## src/inc/tw_pkg.sv

```systemverilog
package tw_pkg;
	// ==========================================
	// Register map (byte addresses, one word each)
	localparam logic [7:0] TW_OFS_CTRL = 8'h00;
	localparam logic [7:0] TW_OFS_INTERVAL = 8'h04;
	localparam logic [7:0] TW_OFS_TARGET = 8'h08;
	localparam logic [7:0] TW_OFS_STATUS = 8'h0c;
	localparam logic [7:0] TW_OFS_MASK = 8'h10;
	localparam logic [7:0] TW_OFS_TEMP0 = 8'h14;
	localparam logic [7:0] TW_OFS_TEMP1 = 8'h18;

	// ==========================================
	// Control fields and reset values
	localparam int TW_CTRL_EN_BIT = 0;
	localparam int TW_CTRL_FILT_BIT = 1;
	localparam logic TW_RST_EN = 1'b0;
	localparam logic TW_RST_FILT = 1'b1;
	localparam logic [15:0] TW_RST_TARGET = 16'h0000;

	// ==========================================
	// Status bits, shared by status and mask
	localparam int TW_ST_TCC = 0;
	localparam int TW_ST_FAULT = 1;
	localparam int TW_ST_UNDER = 2;
	localparam int TW_ST_ANSWER = 3;
	localparam int TW_ST_W = 4;

	// ==========================================
	// Wire interface identity and codes
	localparam logic [7:0] TW_ADDR_SOCK0 = 8'h30;
	localparam logic [7:0] TW_ADDR_SOCK1 = 8'h31;
	localparam logic [15:0] TW_ERR_GENERAL = 16'h8000;
	localparam logic [15:0] TW_ERR_UNDER = 16'h8002;
	localparam logic [7:0] TW_CRC_POLY = 8'h07;
	localparam int TW_RATE_MIN_BPS = 2000;
	localparam int TW_RATE_MAX_BPS = 2000000;

	// ==========================================
	// Timing
	localparam int TW_CLK_HZ = 25000000;
	localparam int TW_SAMPLE_MIN_US = 82;
	localparam int TW_SAMPLE_MAX_MS = 20;
	localparam int TW_SAMPLE_MIN_CYC = (TW_SAMPLE_MIN_US * (TW_CLK_HZ / 1000) + 999) / 1000;
	localparam int TW_SAMPLE_MAX_CYC = TW_SAMPLE_MAX_MS * (TW_CLK_HZ / 1000);
	localparam int TW_IVL_W = 20;

	// ==========================================
	// Carriers
	typedef struct packed {
		logic valid;
		logic fault;
		logic under;
		logic [15:0] mag;
	} tw_sample_t;

	typedef struct packed {
		logic valid;
		logic [7:0] addr;
		logic domain;
	} tw_req_t;

	typedef struct packed {
		logic valid;
		logic [15:0] data;
		logic [7:0] crc;
	} tw_rsp_t;
endpackage

```

## src/rtl/tw_client.sv

```systemverilog
`timescale 1ns/1ps
// Operation
// Wire interface disabled until firmware enables it
// Any negotiated rate between limits is supported
// Every answer carries a CRC for host
// Target stored unsigned; host treats as negative
// Report is offset below trip; zero activates
// Sample interval programmable, default shortest, capped
// Filtered equals half previous plus half new
// Fixed filter, on after reset, can disable
// Socket zero and one answer fixed addresses
// Two thermal domains selected per request
// Client always answers valid enabled requests
// Data invalid until first sample after reset
// Host protects after three failed reads
// Host may alert software on faults
// Errors return general or underflow codes
// Filter seeded with first raw sample
module tw_client #(
	parameter int SAMPLE_MAX_CYC = tw_pkg::TW_SAMPLE_MAX_CYC
) (
	input wire logic clk,
	input wire logic rstn,
	// Register port
	input wire logic [7:0] reg_addr,
	input wire logic [31:0] reg_wdata,
	input wire logic reg_wr,
	input wire logic reg_rd,
	output logic [31:0] reg_rdata,
	output logic irq,
	// Sensor side, one sample per domain
	input wire tw_pkg::tw_sample_t [1:0] dts_sample,
	output logic dts_sample_req,
	// Wire protocol side
	input wire logic socket_sel,
	input wire tw_pkg::tw_req_t req,
	output tw_pkg::tw_rsp_t rsp,
	output logic [1:0] tcc_active
);

	// ==========================================
	// Declarations
	logic en_q; // Wire interface enable
	logic filt_q; // Averaging filter enable
	logic [tw_pkg::TW_IVL_W-1:0] ivl_q; // Sample interval in cycles
	logic [tw_pkg::TW_IVL_W-1:0] cnt_q; // Sample timer
	logic [15:0] target_q; // Fan control threshold magnitude
	logic [tw_pkg::TW_ST_W-1:0] st_q; // Sticky status
	logic [tw_pkg::TW_ST_W-1:0] mask_q; // Interrupt mask
	logic [tw_pkg::TW_ST_W-1:0] ev; // Events this cycle
	logic [15:0] mag_q [2]; // Filtered magnitude per domain
	logic [15:0] code [2]; // Reported word per domain
	logic [1:0] seeded_q; // Filter holds a real sample
	logic [1:0] fault_q; // Last sample was faulty
	logic [1:0] under_q; // Last sample was below range and not faulty
	logic [1:0] tcc_rise; // Activation edges
	logic hit; // Request is ours
	logic [tw_pkg::TW_IVL_W-1:0] ivl_wr; // Clamped interval write
	logic [tw_pkg::TW_IVL_W-1:0] ivl_min; // Shortest interval
	logic [tw_pkg::TW_IVL_W-1:0] ivl_max; // Longest interval

	assign ivl_min = tw_pkg::TW_IVL_W'(tw_pkg::TW_SAMPLE_MIN_CYC);
	assign ivl_max = tw_pkg::TW_IVL_W'(SAMPLE_MAX_CYC);

	// CRC over the answer word, most significant bit first
	function automatic logic [7:0] crc8(input logic [15:0] d);
		logic [7:0] c;
		c = 8'h00;
		for (int i = 15; i >= 0; i--) begin
			if (c[7] ^ d[i]) begin
				c = {c[6:0], 1'b0} ^ tw_pkg::TW_CRC_POLY;
			end else begin
				c = {c[6:0], 1'b0};
			end
		end
		return c;
	endfunction

	// ==========================================
	// Control register
	always_ff @(posedge clk) begin
		if (!rstn) begin
			en_q <= tw_pkg::TW_RST_EN;
			filt_q <= tw_pkg::TW_RST_FILT;
		end else if (reg_wr && reg_addr == tw_pkg::TW_OFS_CTRL) begin
			en_q <= reg_wdata[tw_pkg::TW_CTRL_EN_BIT];
			filt_q <= reg_wdata[tw_pkg::TW_CTRL_FILT_BIT];
		end
	end

	// ==========================================
	// Sample interval, clamped to its legal range
	always_comb begin
		if (reg_wdata[tw_pkg::TW_IVL_W-1:0] < ivl_min) begin
			ivl_wr = ivl_min;
		end else if (reg_wdata[tw_pkg::TW_IVL_W-1:0] > ivl_max) begin
			ivl_wr = ivl_max;
		end else begin
			ivl_wr = reg_wdata[tw_pkg::TW_IVL_W-1:0];
		end
	end

	always_ff @(posedge clk) begin
		if (!rstn) begin
			ivl_q <= tw_pkg::TW_IVL_W'(tw_pkg::TW_SAMPLE_MIN_CYC);
		end else if (reg_wr && reg_addr == tw_pkg::TW_OFS_INTERVAL) begin
			ivl_q <= ivl_wr;
		end
	end

	// ==========================================
	// Sample timer, one request pulse per interval
	always_ff @(posedge clk) begin
		if (!rstn) begin
			cnt_q <= '0;
			dts_sample_req <= 1'b0;
		end else if (cnt_q + 1'b1 >= ivl_q) begin
			cnt_q <= '0;
			dts_sample_req <= 1'b1;
		end else begin
			cnt_q <= cnt_q + 1'b1;
			dts_sample_req <= 1'b0;
		end
	end

	// ==========================================
	// Thermal target register
	always_ff @(posedge clk) begin
		if (!rstn) begin
			target_q <= tw_pkg::TW_RST_TARGET;
		end else if (reg_wr && reg_addr == tw_pkg::TW_OFS_TARGET) begin
			target_q <= reg_wdata[15:0];
		end
	end

	// ==========================================
	// Per domain sensor state and filter
	generate
		for (genvar g = 0; g < 2; g++) begin : g_dom
			logic [16:0] sum; // Sum before halving
			assign sum = {1'b0, mag_q[g]} + {1'b0, dts_sample[g].mag};

			// Filter and seeding
			always_ff @(posedge clk) begin
				if (!rstn) begin
					mag_q[g] <= 16'h0000;
					seeded_q[g] <= 1'b0;
				end else if (dts_sample[g].valid && !dts_sample[g].fault
						&& !dts_sample[g].under) begin
					seeded_q[g] <= 1'b1;
					if (filt_q && seeded_q[g]) begin
						mag_q[g] <= sum[16:1];
					end else begin
						mag_q[g] <= dts_sample[g].mag;
					end
				end else if (!filt_q) begin
					// While the filter is off, a rejected valid sample drops the seed
					seeded_q[g] <= seeded_q[g] & ~(dts_sample[g].valid);
				end
			end

			// Error state of last sample
			always_ff @(posedge clk) begin
				if (!rstn) begin
					fault_q[g] <= 1'b0;
					under_q[g] <= 1'b0;
				end else if (dts_sample[g].valid) begin
					fault_q[g] <= dts_sample[g].fault;
					under_q[g] <= dts_sample[g].under & ~dts_sample[g].fault;
				end
			end

			// Activation when count reaches zero
			always_ff @(posedge clk) begin
				if (!rstn) begin
					tcc_active[g] <= 1'b0;
				end else begin
					tcc_active[g] <= seeded_q[g] && mag_q[g] == 16'h0000;
				end
			end
			assign tcc_rise[g] = seeded_q[g] && mag_q[g] == 16'h0000 && !tcc_active[g];

			// Reported word: negative offset or error code
			always_comb begin
				if (fault_q[g] || !seeded_q[g]) begin
					code[g] = tw_pkg::TW_ERR_GENERAL;
				end else if (under_q[g]) begin
					code[g] = tw_pkg::TW_ERR_UNDER;
				end else begin
					code[g] = 16'h0000 - mag_q[g];
				end
			end
		end
	endgenerate

	// ==========================================
	// Request decode and answer
	assign hit = req.valid && en_q && req.addr == (socket_sel ? tw_pkg::TW_ADDR_SOCK1
			: tw_pkg::TW_ADDR_SOCK0);

	always_ff @(posedge clk) begin
		if (!rstn) begin
			rsp <= '0;
		end else if (hit) begin
			rsp.valid <= 1'b1;
			rsp.data <= code[req.domain];
			rsp.crc <= crc8(code[req.domain]);
		end else begin
			rsp.valid <= 1'b0;
		end
	end

	// ==========================================
	// Interrupt status, set wins over clear
	always_comb begin
		ev = '0;
		ev[tw_pkg::TW_ST_TCC] = |tcc_rise;
		ev[tw_pkg::TW_ST_FAULT] = |(fault_q & ~seeded_q) | (dts_sample[0].valid
				& dts_sample[0].fault) | (dts_sample[1].valid & dts_sample[1].fault);
		ev[tw_pkg::TW_ST_UNDER] = (dts_sample[0].valid & dts_sample[0].under)
				| (dts_sample[1].valid & dts_sample[1].under);
		ev[tw_pkg::TW_ST_ANSWER] = hit;
	end

	always_ff @(posedge clk) begin
		if (!rstn) begin
			st_q <= '0;
		end else if (reg_wr && reg_addr == tw_pkg::TW_OFS_STATUS) begin
			st_q <= (st_q & ~reg_wdata[tw_pkg::TW_ST_W-1:0]) | ev;
		end else begin
			st_q <= st_q | ev;
		end
	end

	always_ff @(posedge clk) begin
		if (!rstn) begin
			mask_q <= '0;
		end else if (reg_wr && reg_addr == tw_pkg::TW_OFS_MASK) begin
			mask_q <= reg_wdata[tw_pkg::TW_ST_W-1:0];
		end
	end

	always_ff @(posedge clk) begin
		if (!rstn) begin
			irq <= 1'b0;
		end else begin
			irq <= |(st_q & mask_q);
		end
	end

	// ==========================================
	// Register read, data one cycle after strobe
	always_ff @(posedge clk) begin
		if (!rstn) begin
			reg_rdata <= '0;
		end else if (reg_rd) begin
			case (reg_addr)
				tw_pkg::TW_OFS_CTRL: reg_rdata <= {30'h0, filt_q, en_q};
				tw_pkg::TW_OFS_INTERVAL: reg_rdata <= {12'h0, ivl_q};
				tw_pkg::TW_OFS_TARGET: reg_rdata <= {16'h0, target_q};
				tw_pkg::TW_OFS_STATUS: reg_rdata <= {28'h0, st_q};
				tw_pkg::TW_OFS_MASK: reg_rdata <= {28'h0, mask_q};
				tw_pkg::TW_OFS_TEMP0: reg_rdata <= {16'h0, code[0]};
				tw_pkg::TW_OFS_TEMP1: reg_rdata <= {16'h0, code[1]};
				default: reg_rdata <= 32'h0000_0000;
			endcase
		end else begin
			reg_rdata <= '0;
		end
	end

endmodule

```

## config.mk

```make
export PLATFORM = sky130hd
export DESIGN_NAME = tw_client
export DESIGN_NICKNAME = d
export VERILOG_FILES = /design/src/inc/tw_pkg.sv /design/src/rtl/tw_client.sv
export SDC_FILE = /design/constraint.sdc
export NUM_CORES = 1
export LEC_CHECK = 0
export ABC_AREA = 1
export ABC_CLOCK_PERIOD_IN_PS = 9000
export BUFFER_PORTS_ARGS = -buffer_cell sky130_fd_sc_hd__buf_2
export CORE_UTILIZATION = 45
export DETAILED_ROUTE_END_ITERATION = 6
export GPL_TIMING_DRIVEN = 0
export PLACE_DENSITY = 0.61
export RECOVER_POWER = 25
export SLEW_MARGIN = 20
export SYNTH_ARGS = -nofsm -noshare
export SYNTH_HDL_FRONTEND = slang
export SYNTH_SLANG_ARGS = --single-unit
```

## constraint.sdc

```tcl
create_clock -name clk -period 9 [get_ports clk]
set_input_delay 0.9 -clock clk [delete_from_list [all_inputs] [get_ports clk]]
set_output_delay 0.9 -clock clk [all_outputs]
set_load 0.02 [all_outputs]
```

* Word level (Yosys, flattened, before mapping)
Memories as Yosys holds them, arrays and structs flattened. Cells that the tools add are included.
Storage, ports and cells: register bits 133, RAM bits 32, input bits 93, output and inout bits 61, memories 1
Memories:
- mag_q | words 2, bits a word 16, rd ports 2, clocked after Yosys merged registers in 0, wr ports 2, RTL line tw_client.sv:51 | logic [15:0] mag_q [2];
Cells by class: add/sub/neg operators 5, order comparisons 4, equal/unequal tests 9, mux-type cells 85, bitwise operators 58, reductions and logical operators 35
Operators with widths (count):
- $mux W8 | 30
- $mux W16 | 11
- $pmux W20 S7 | 1
- $mux W3 | 16
- $not A3 Y3 | 15
- $mux W20 | 2
- $add A16 B16 Y17 | 2
- $logic_not A16 Y1 | 2
- $sub A1 B16 Y16 const A | 2
- $eq A8 B5 Y1 const B | 3
- $mux W1 | 24
- $add A20 B1 Y20 const B | 1
- $ge A20 B20 Y1 | 1
- $gt A20 B19 Y1 const B | 1
- $lt A20 B12 Y1 const B | 1
- $logic_and A1 B1 Y1 | 17
- $eq A8 B4 Y1 const B | 2
- $xor A1 B1 Y1 | 15
- $and A1 B1 Y1 | 8
- $and A4 B4 Y4 | 2
- $eq A8 B3 Y1 const B | 1
- $eq A8 B6 Y1 | 1
- $logic_not A1 Y1 | 8
- $logic_not A8 Y1 | 1
- other kinds (14) | 29

* Longest topological paths before layout
Gate-level depths: netlist (run 1). An unclocked memory read counts as a cell.
depth in word-level cells 68, mapped depth 22, gate-level depth less buffers 22

* Worst setup path after synthesis (run 1)
Ideal clock, no wire load.
kind input-to-reg, start input port dts_sample[22] (netlist name), end memory mag_q[1][11] (data pin), library setup time 0.255 ns, data arrival time 2.619 ns, required time 8.745 ns, slack 6.126 ns, cell stages on the path 14, path buffers 0, cells stage by stage ha_1 -> a21oi_1 -> nand2_1 -> nand2_1 -> nand2_1 -> a21oi_1 -> nor2_1 -> o21ai_0 -> nand2_1 -> a21boi_0 -> o21ai_0 -> xor2_1 -> o21ai_0 -> inv_1
RTL lines:
- start, declared | RTL line tw_client.sv:32 | input wire tw_pkg::tw_sample_t [1:0] dts_sample,
- end, declared | RTL line tw_client.sv:51

==> impl_results.md, run 1 <==
- Area enclosed by the die boundary: 23200 µm²
- Unrepaired setup endpoints after global routing: no
- Max frequency: 0.278 GHz
- Final setup skew: 0.0148 ns
- Number of DRC markers in iteration 0: 765
- Clock tree root buffer cell: clkbuf_16
- Leakage power of the design: 5.41 nW
- Total instance count after detailed placement: 1908
- Post-route setup TNS: 0 ns
- Pre-CTS WS: 5.06 ns
- Register-to-register setup slack: 5.59 ns
- Worst slew margin: 46.5%
- Maximum fanout along the worst path: 10
- Total routing resource utilization after global routing: 26.6%
- Routed wirelength normalized by instance count: 15.8 µm
- Share of final-layout standard cells stronger than drive strength 1: 12.0%
- Final total power: 1.77 mW
- Async set or reset register ratio after synthesis: 0%
- Antenna cell count: 0
- Std-Cell Core Area: 22000 µm²
- Most common cell after layout, fill and taps aside: nand2_1
- Final-report setup violation count: 0
- Global routing met1 resource utilization: 35.7%
- Vias in the first global route: 9516
- Critical Path End Type: register
- Startpoint of the tightest hold check path: ivl_q[16]
- Reg2Reg Launch Point: cnt_q[0]
- Combinational cell fraction of total power: 15.9%
- IO Pins: 154
- Nets@finish: 1795
- Maximum resistive drop on vdd: 0.114 mV
- Most common flop cell mapped by yosys: dfxtp_1
- Aggregate global routing overflow: 0
- Yosys synthesis warning count: 0
- Gp weighted congestion: 0.935
- Clock slew at reported path FFs: 0.07 ns
- Worst Reg-to-Reg Cells: 17
- Sequential element share of the synthesized area: 33.2%
- Cell depth of the worst min-delay path: 2
- Final critical-path required period: 3.59 ns
- Global routing met2 resource utilization: 43.9%
- Post-Synthesis Cells: 1489
- Remaining design rule violation count: 12
- Net switching share of the total power: 29.8%
- Critical Path Most Common Cell: inv_1
- Initial antenna violation count: 0
- Synthesized flop and latch total: 153
- Critical path type: in -> reg
- Number of port buffers: 127
- Insertion delay to the later sink of the worst-skew pair: 0.43 ns
- Wire length of the first global-routing pass: 48.9 mm
- Category of the worst setup path launch point: input pin
- Violations in the final reports: DRC
- Power share of the sequential group: 41.3%
- Final hold slack: 0.464 ns
- Sw power: 0.526 mW
- Height of the chip: 152 µm
- Die extent in x: 152 µm
- Clock buffer count from CTS: 17
- Peak-usage layer in the global routing report: met2
- Critical Path RT: 9.19 ns
- Sinks on the clock net: 153
- Mean instance size in the synthesized netlist: 6.83 µm²
- Class of the most critical hold timing path: reg -> reg
- Pint: 1.24 mW
- Post-route cell area: 11800 µm²
- Delay of the slowest critical-path stage: 0.65 ns
- Placement Cell Area: 11200 µm²
- Post-synthesis cell type with the largest combined area: dfxtp_1
- Worst Tran Pin Value: 0.796 ns
- Via Count: 10300
- Total wire length after detailed routing: 30.7 mm
- Leading cell types in the layout, fill and taps excluded: 339 x nand2_1, 199 x inv_1, 139 x nor2_1
- Final Max Tran Viols: 0
- Post-route insts no fill: 1940
- Power density over the cells: 150 nW/µm²
- Number of distinct library cells after synthesis: 57
- Routed Antenna Nets: 0
- Post-cts repair resize count: 0
- Endpoints failing hold: 0
- Endpoint of the worst register-to-register path: cnt_q[17]
- Worst path top cell family by delay: buffers and inverters
- Number of buffers inserted by hold repair at cts: 0
- Vias per std cell: 5.32
- TritonCTS clock tree: done
- Layout overhead on the synthesized area: 15.6%
- Setup Buffers After CTS: 0
- Cell chain of the critical path: clkbuf_1 > inv_1 > nor2_1 > inv_1 > nor2_1 > inv_1 > o211ai_1 > inv_1
- Dominant cells by area after synthesis: dfxtp_1 24%, nand2_1 13%, edfxtp_1 9.4%
- Arrival time of the worst setup path: 3.79 ns
- Share of the synthesized area in the top cell type: 23.8%
- Largest net degree at the start of global routing: 17
- Worst Slack Setup Final: 5.41 ns
- Fraction of power consumed by the clock network: 42.8%
- Maxcap violations: 0
- Post-layout util: 53.4%
- Final clock period utilization by the worst path: 39.9%
- Starting density of the core: 46.2%
- Run status: finished with violations
- CP Buf/Inv Count: 5
- Mapped Area: 10200 µm²
- Met3 demand-to-capacity share in global routing: 4.69%
- Maximum level of the CTS H-tree: 4
- 1st-pass router iterations: 7
- Worst-path cell with the longest stage delay: nor2_1
- Number of buffers on the longest clock path: 2
- Post-synth EDFFs: 32
- Number of cell rows: 54
- Timing startpoint of the critical path: rstn
- Endpoint of the worst hold-timing path: ivl_q[16]
- Detailed-placement wirelength estimate: 24.5 mm
==> flip-flops by register name, summed over array words and instances (netlist names) <==
register        flops
cnt_q              20
dts_sample_req      1
en_q                1
fault_q             2
filt_q              1
irq                 1
ivl_q              20
mag_q              32
mask_q              4
reg_rdata          20
rsp                25
seeded_q            2
st_q                4
target_q           16
tcc_active          2
under_q             2
==> worst register-to-register path, delay by kind of cell (launching register included) <==
family	cells	cell delay, ns
AO/OA/AOI/OAI	2	0.40
AND/OR/NAND/NOR	10	1.38
buffers and inverters	3	0.62
adder cells (fa/ha/maj)	1	0.31
flip-flops	1	0.39
XOR/XNOR	1	0.19
==> how the worst max path moves through the flow <==
| stage | endpoint | slack [ns] | cells past startpoint |
|---|---|---|---|
| after global placement | mag_q[1][12] | 5.09 | 8 |
| final | mag_q[1][12] | 5.41 | 8 |
| after CTS | mag_q[1][12] | 5.51 | 8 |
| after floorplan | mag_q[1][11] | 6.13 | 14 |
| after detailed placement | mag_q[1][12] | 5.06 | 8 |
| after global routing | mag_q[1][12] | 5.14 | 8 |
==> synth_stat cells (9+ instances only) <==
cell type    n
nand3_1     81
a31oi_1     11
o21ai_0    126
nand2_1    339
nor3b_1     15
nor3_1      33
nand2_2     19
o31ai_1      9
buf_4       12
xor2_1      10
edfxtp_1    32
dfxtp_1    121
o211ai_1    16
inv_2       14
a21oi_1     94
inv_1      198
clkbuf_1    23
ha_1        53
nand4_1     26
nor2_1     138
o22ai_1     11
nor2_2      12
xnor2_1     12
==> final cells by class <==
type	instances	area [µm²]
fillers	2273	10300
multi-input cells	1086	5790
flip-flops and latches	153	3380
inverters	215	807
repair buffers	128	586
clock buffers	19	453
well taps	280	350
plain buffers	46	239
clock inverters	13	155
==> power by group through the flow <==
stage                     logic, mW  clock network [mW]  registers [mW]
after global placement        0.275                   0           0.744
after detailed placement      0.277                   0           0.744
after floorplan               0.198                   0           0.738
after CTS                     0.279               0.760           0.729
after global routing          0.316               0.794           0.731
final                         0.281               0.756           0.729
==> kinds of logic (layout without fill, tap and decap cells) <==
family                     Yosys count  after routing  share of synthesized area [%]
DFF                                153            153                           33.2
xor gates and xnor gates            25             25                           2.37
and+or+nand+nor                    685            685                           29.8
buffers and inverters              261            421                           10.3
adders and majority gates           55             55                           6.91
other                                1             12                         0.0369
AOI/OAI and AO/OA                  309            309                           17.4
==> metal layers <==
layer	part of all wire [%]	wire, µm	vias to the layer above
li1	-	-	5247
met1	46	14000	4698
met2	46	14100	343
met3	6.5	2010	39
met4	2.1	642	0
met5	0	0	-
Power figures use the tool's default switching activity.
==> run 2, diff against run 1 <==
--- a/config.mk
+++ b/config.mk
@@ -6,7 +6,7 @@
 export NUM_CORES = 1
 export LEC_CHECK = 0
 export ABC_AREA = 1
-export ABC_CLOCK_PERIOD_IN_PS = 9000
+export ABC_CLOCK_PERIOD_IN_PS = 3700
 export BUFFER_PORTS_ARGS = -buffer_cell sky130_fd_sc_hd__buf_2
 export CORE_UTILIZATION = 45
 export DETAILED_ROUTE_END_ITERATION = 6
==> constraint.sdc (replaced) <==
create_clock -name clk -period 3.7 [get_ports clk]
set_input_delay 0.37 -clock clk [delete_from_list [all_inputs] [get_ports clk]]
set_output_delay 0.37 -clock clk [all_outputs]
set_load 0.02 [all_outputs]
==> run 2 against run 1 <==
Compared with the run above: the flow still finishes with violations (DRC); combinational power up 140%; global-route usage stayed put; non-clock buffer count is the same; power rose by 140%; utilization barely moved; hold slack worse by 0.24 ns; routed wire length is 0.10% lower; register-to-register slack got worse by 5.2 ns; clock power grew 140%; count of clock-buffer cells in the layout is the same; die area did not move; sequential power grew 140%; largest power group unchanged; highest routed layer unchanged.
==> impl_results.md, run 2 (same netlist as run 1, synthesis figures left out) <==
- Post-route insts no fill: 1940
- Final setup skew: 0.0121 ns
- Number of DRC markers in iteration 0: 762
- Final hold slack: 0.226 ns
- Detailed-placement wirelength estimate: 24.5 mm
- Routed wirelength normalized by instance count: 15.8 µm
- Final-report setup violation count: 0
- TritonCTS clock tree: done
- IO Pins: 154
- Aggregate global routing overflow: 0
- Leakage power of the design: 5.41 nW
- Violations in the final reports: DRC
- Final clock period utilization by the worst path: 88.3%
- Final Max Tran Viols: 0
- Critical Path RT: 4.04 ns
- Sinks on the clock net: 153
- Total wire length after detailed routing: 30.7 mm
- Initial antenna violation count: 0
- Pre-CTS WS: 0.287 ns
- Nets@finish: 1795
- Endpoints failing hold: 0
- Routed Antenna Nets: 0
- 1st-pass router iterations: 7
- Max frequency: 0.306 GHz
- Worst Slack Setup Final: 0.432 ns
- Arrival time of the worst setup path: 3.61 ns
- Power density over the cells: 365 nW/µm²
- Setup Buffers After CTS: 0
- Starting density of the core: 46.2%
- Largest registers: mag_q x32, rsp x25
- Register-to-register setup slack: 0.43 ns
- Startpoint of the tightest hold check path: reg_wdata[14]
- Remaining design rule violation count: 12
- Critical path type: reg -> reg
- Number of buffers inserted by hold repair at cts: 0
- Leading cell types in the layout, fill and taps excluded: 339 x nand2_1, 199 x inv_1, 138 x nor2_1
- Antenna cell count: 0
- Largest net degree at the start of global routing: 17
- Std-Cell Core Area: 22000 µm²
- Filler Cells Inserted: 2271
- Run status: finished with violations
- Reg2Reg Launch Point: cnt_q[0]
- Total routing resource utilization after global routing: 26.6%
- Vias in the first global route: 9516
- Area enclosed by the die boundary: 23200 µm²
- Wire length of the first global-routing pass: 48.9 mm
- Maximum resistive drop on vdd: 0.275 mV
- Critical Path End Type: register
- Worst slew margin: 46.2%
- Cell depth of the worst min-delay path: 3
- Endpoint of the worst register-to-register path: cnt_q[2]
- Worst Reg-to-Reg Cells: 18
- Clock tree root buffer cell: clkbuf_16
- Via Count: 10300
- Gp weighted congestion: 0.935
- Height of the chip: 152 µm
- Die extent in x: 152 µm
- Multi-input gate area in the final layout: 5790 µm²
- Number of flip-flops in the largest register: 32
- Post-route setup TNS: 0 ns
- Endpoint of the worst hold-timing path: ivl_q[14]
- FF+latch area: 3380 µm²
- Number of cell rows: 54
- Register with the most flip-flops: mag_q
- Maxcap violations: 0
- Insertion delay to the later sink of the worst-skew pair: 0.43 ns
- Number of buffers on the longest clock path: 2
- Unrepaired setup endpoints after global routing: no
- Vias per std cell: 5.32
- Final critical-path required period: 3.27 ns
- Class of the most critical hold timing path: in -> reg
- Worst Tran Pin Value: 0.800 ns
- Total instance count after detailed placement: 1908
- Clock buffer count from CTS: 17
- Layout overhead on the synthesized area: 15.6%
- Category of the worst setup path launch point: register
- Most common cell after layout, fill and taps aside: nand2_1
- Number of port buffers: 127
- Clock slew at reported path FFs: 0.07 ns
- Share of final-layout standard cells stronger than drive strength 1: 12.2%
- Maximum level of the CTS H-tree: 4
- Maximum fanout along the worst path: 10
[run 2: metal layers]
metal / up-vias / routed length [µm] / GRT usage [%]
met5: - / 0 / 0
met4: 0 / 637 / 7.34
met3: 40 / 2040 / 4.69
met2: 351 / 14100 / 43.9
met1: 4682 / 14000 / 35.7
li1: 5247 / - / -
[run 2: how the worst max path moves through the flow]
stage,slack (ns),startpoint,endpoint
after floorplan,0.88,cnt_q[0],cnt_q[12]
after global placement,0.32,rstn,mag_q[1][12]
after detailed placement,0.29,rstn,mag_q[1][12]
after CTS,0.30,cnt_q[0],cnt_q[5]
after global routing,0.05,cnt_q[0],cnt_q[18]
final,0.43,cnt_q[0],cnt_q[2]
[run 2: where the power goes]
part / switching, mW / internal (mW) / leakage [nW]
clock network: 0.786 / 1.05 / 0.299
logic: 0.450 / 0.232 / 3.80
registers: 0.0401 / 1.73 / 1.31
total: 1.28 / 3.02 / 5.41
[run 2: layout make-up]
cell class	instances	share of cell area (%)
inverter	215	6.86
tap	280	2.98
clock inverter	13	1.32
buffer	46	2.05
timing repair buffer	128	4.98
sequential	153	28.8
clock buffer	19	3.85
multi-input combinational	1086	49.2
[run 2: metrics by stage]
step / power (mW) / utilization (%) / area [µm²]
CTS: 4.30 / 53.7 / 11800
floorplan: 2.28 / - / 10200
global route: 4.48 / 53.4 / 11800
finish: 4.29 / 53.4 / 11800
detailed placement: 2.49 / 50.9 / 11200
global placement: 2.48 / 50.9 / 11200
[run 2: what timing repair did]
| item | CTS | global route |
|---|---|---|
| hold endpoints to repair | 0 | 0 |
| gates resized for setup | 0 | 4 |
| endpoints found under the setup margin | 0 | 20 |
[run 2: worst max-delay path: stages, from the launching register on]
cell and delay [ns]:
dfxtp_1 0.39, and3_1 0.21, nand3_1 0.11, nor2_1 0.11, nand2_1 0.09, nor2_1 0.16
inv_1 0.10, nor3_1 0.30, a31oi_1 0.12, a21oi_1 0.20, ha_1 0.29, a21oi_1 0.13
nor2_1 0.05, a211oi_1 0.15, o21ai_0 0.11, nand2_1 0.07, nand2_1 0.11, clkbuf_2 0.25
nor3b_1 0.21
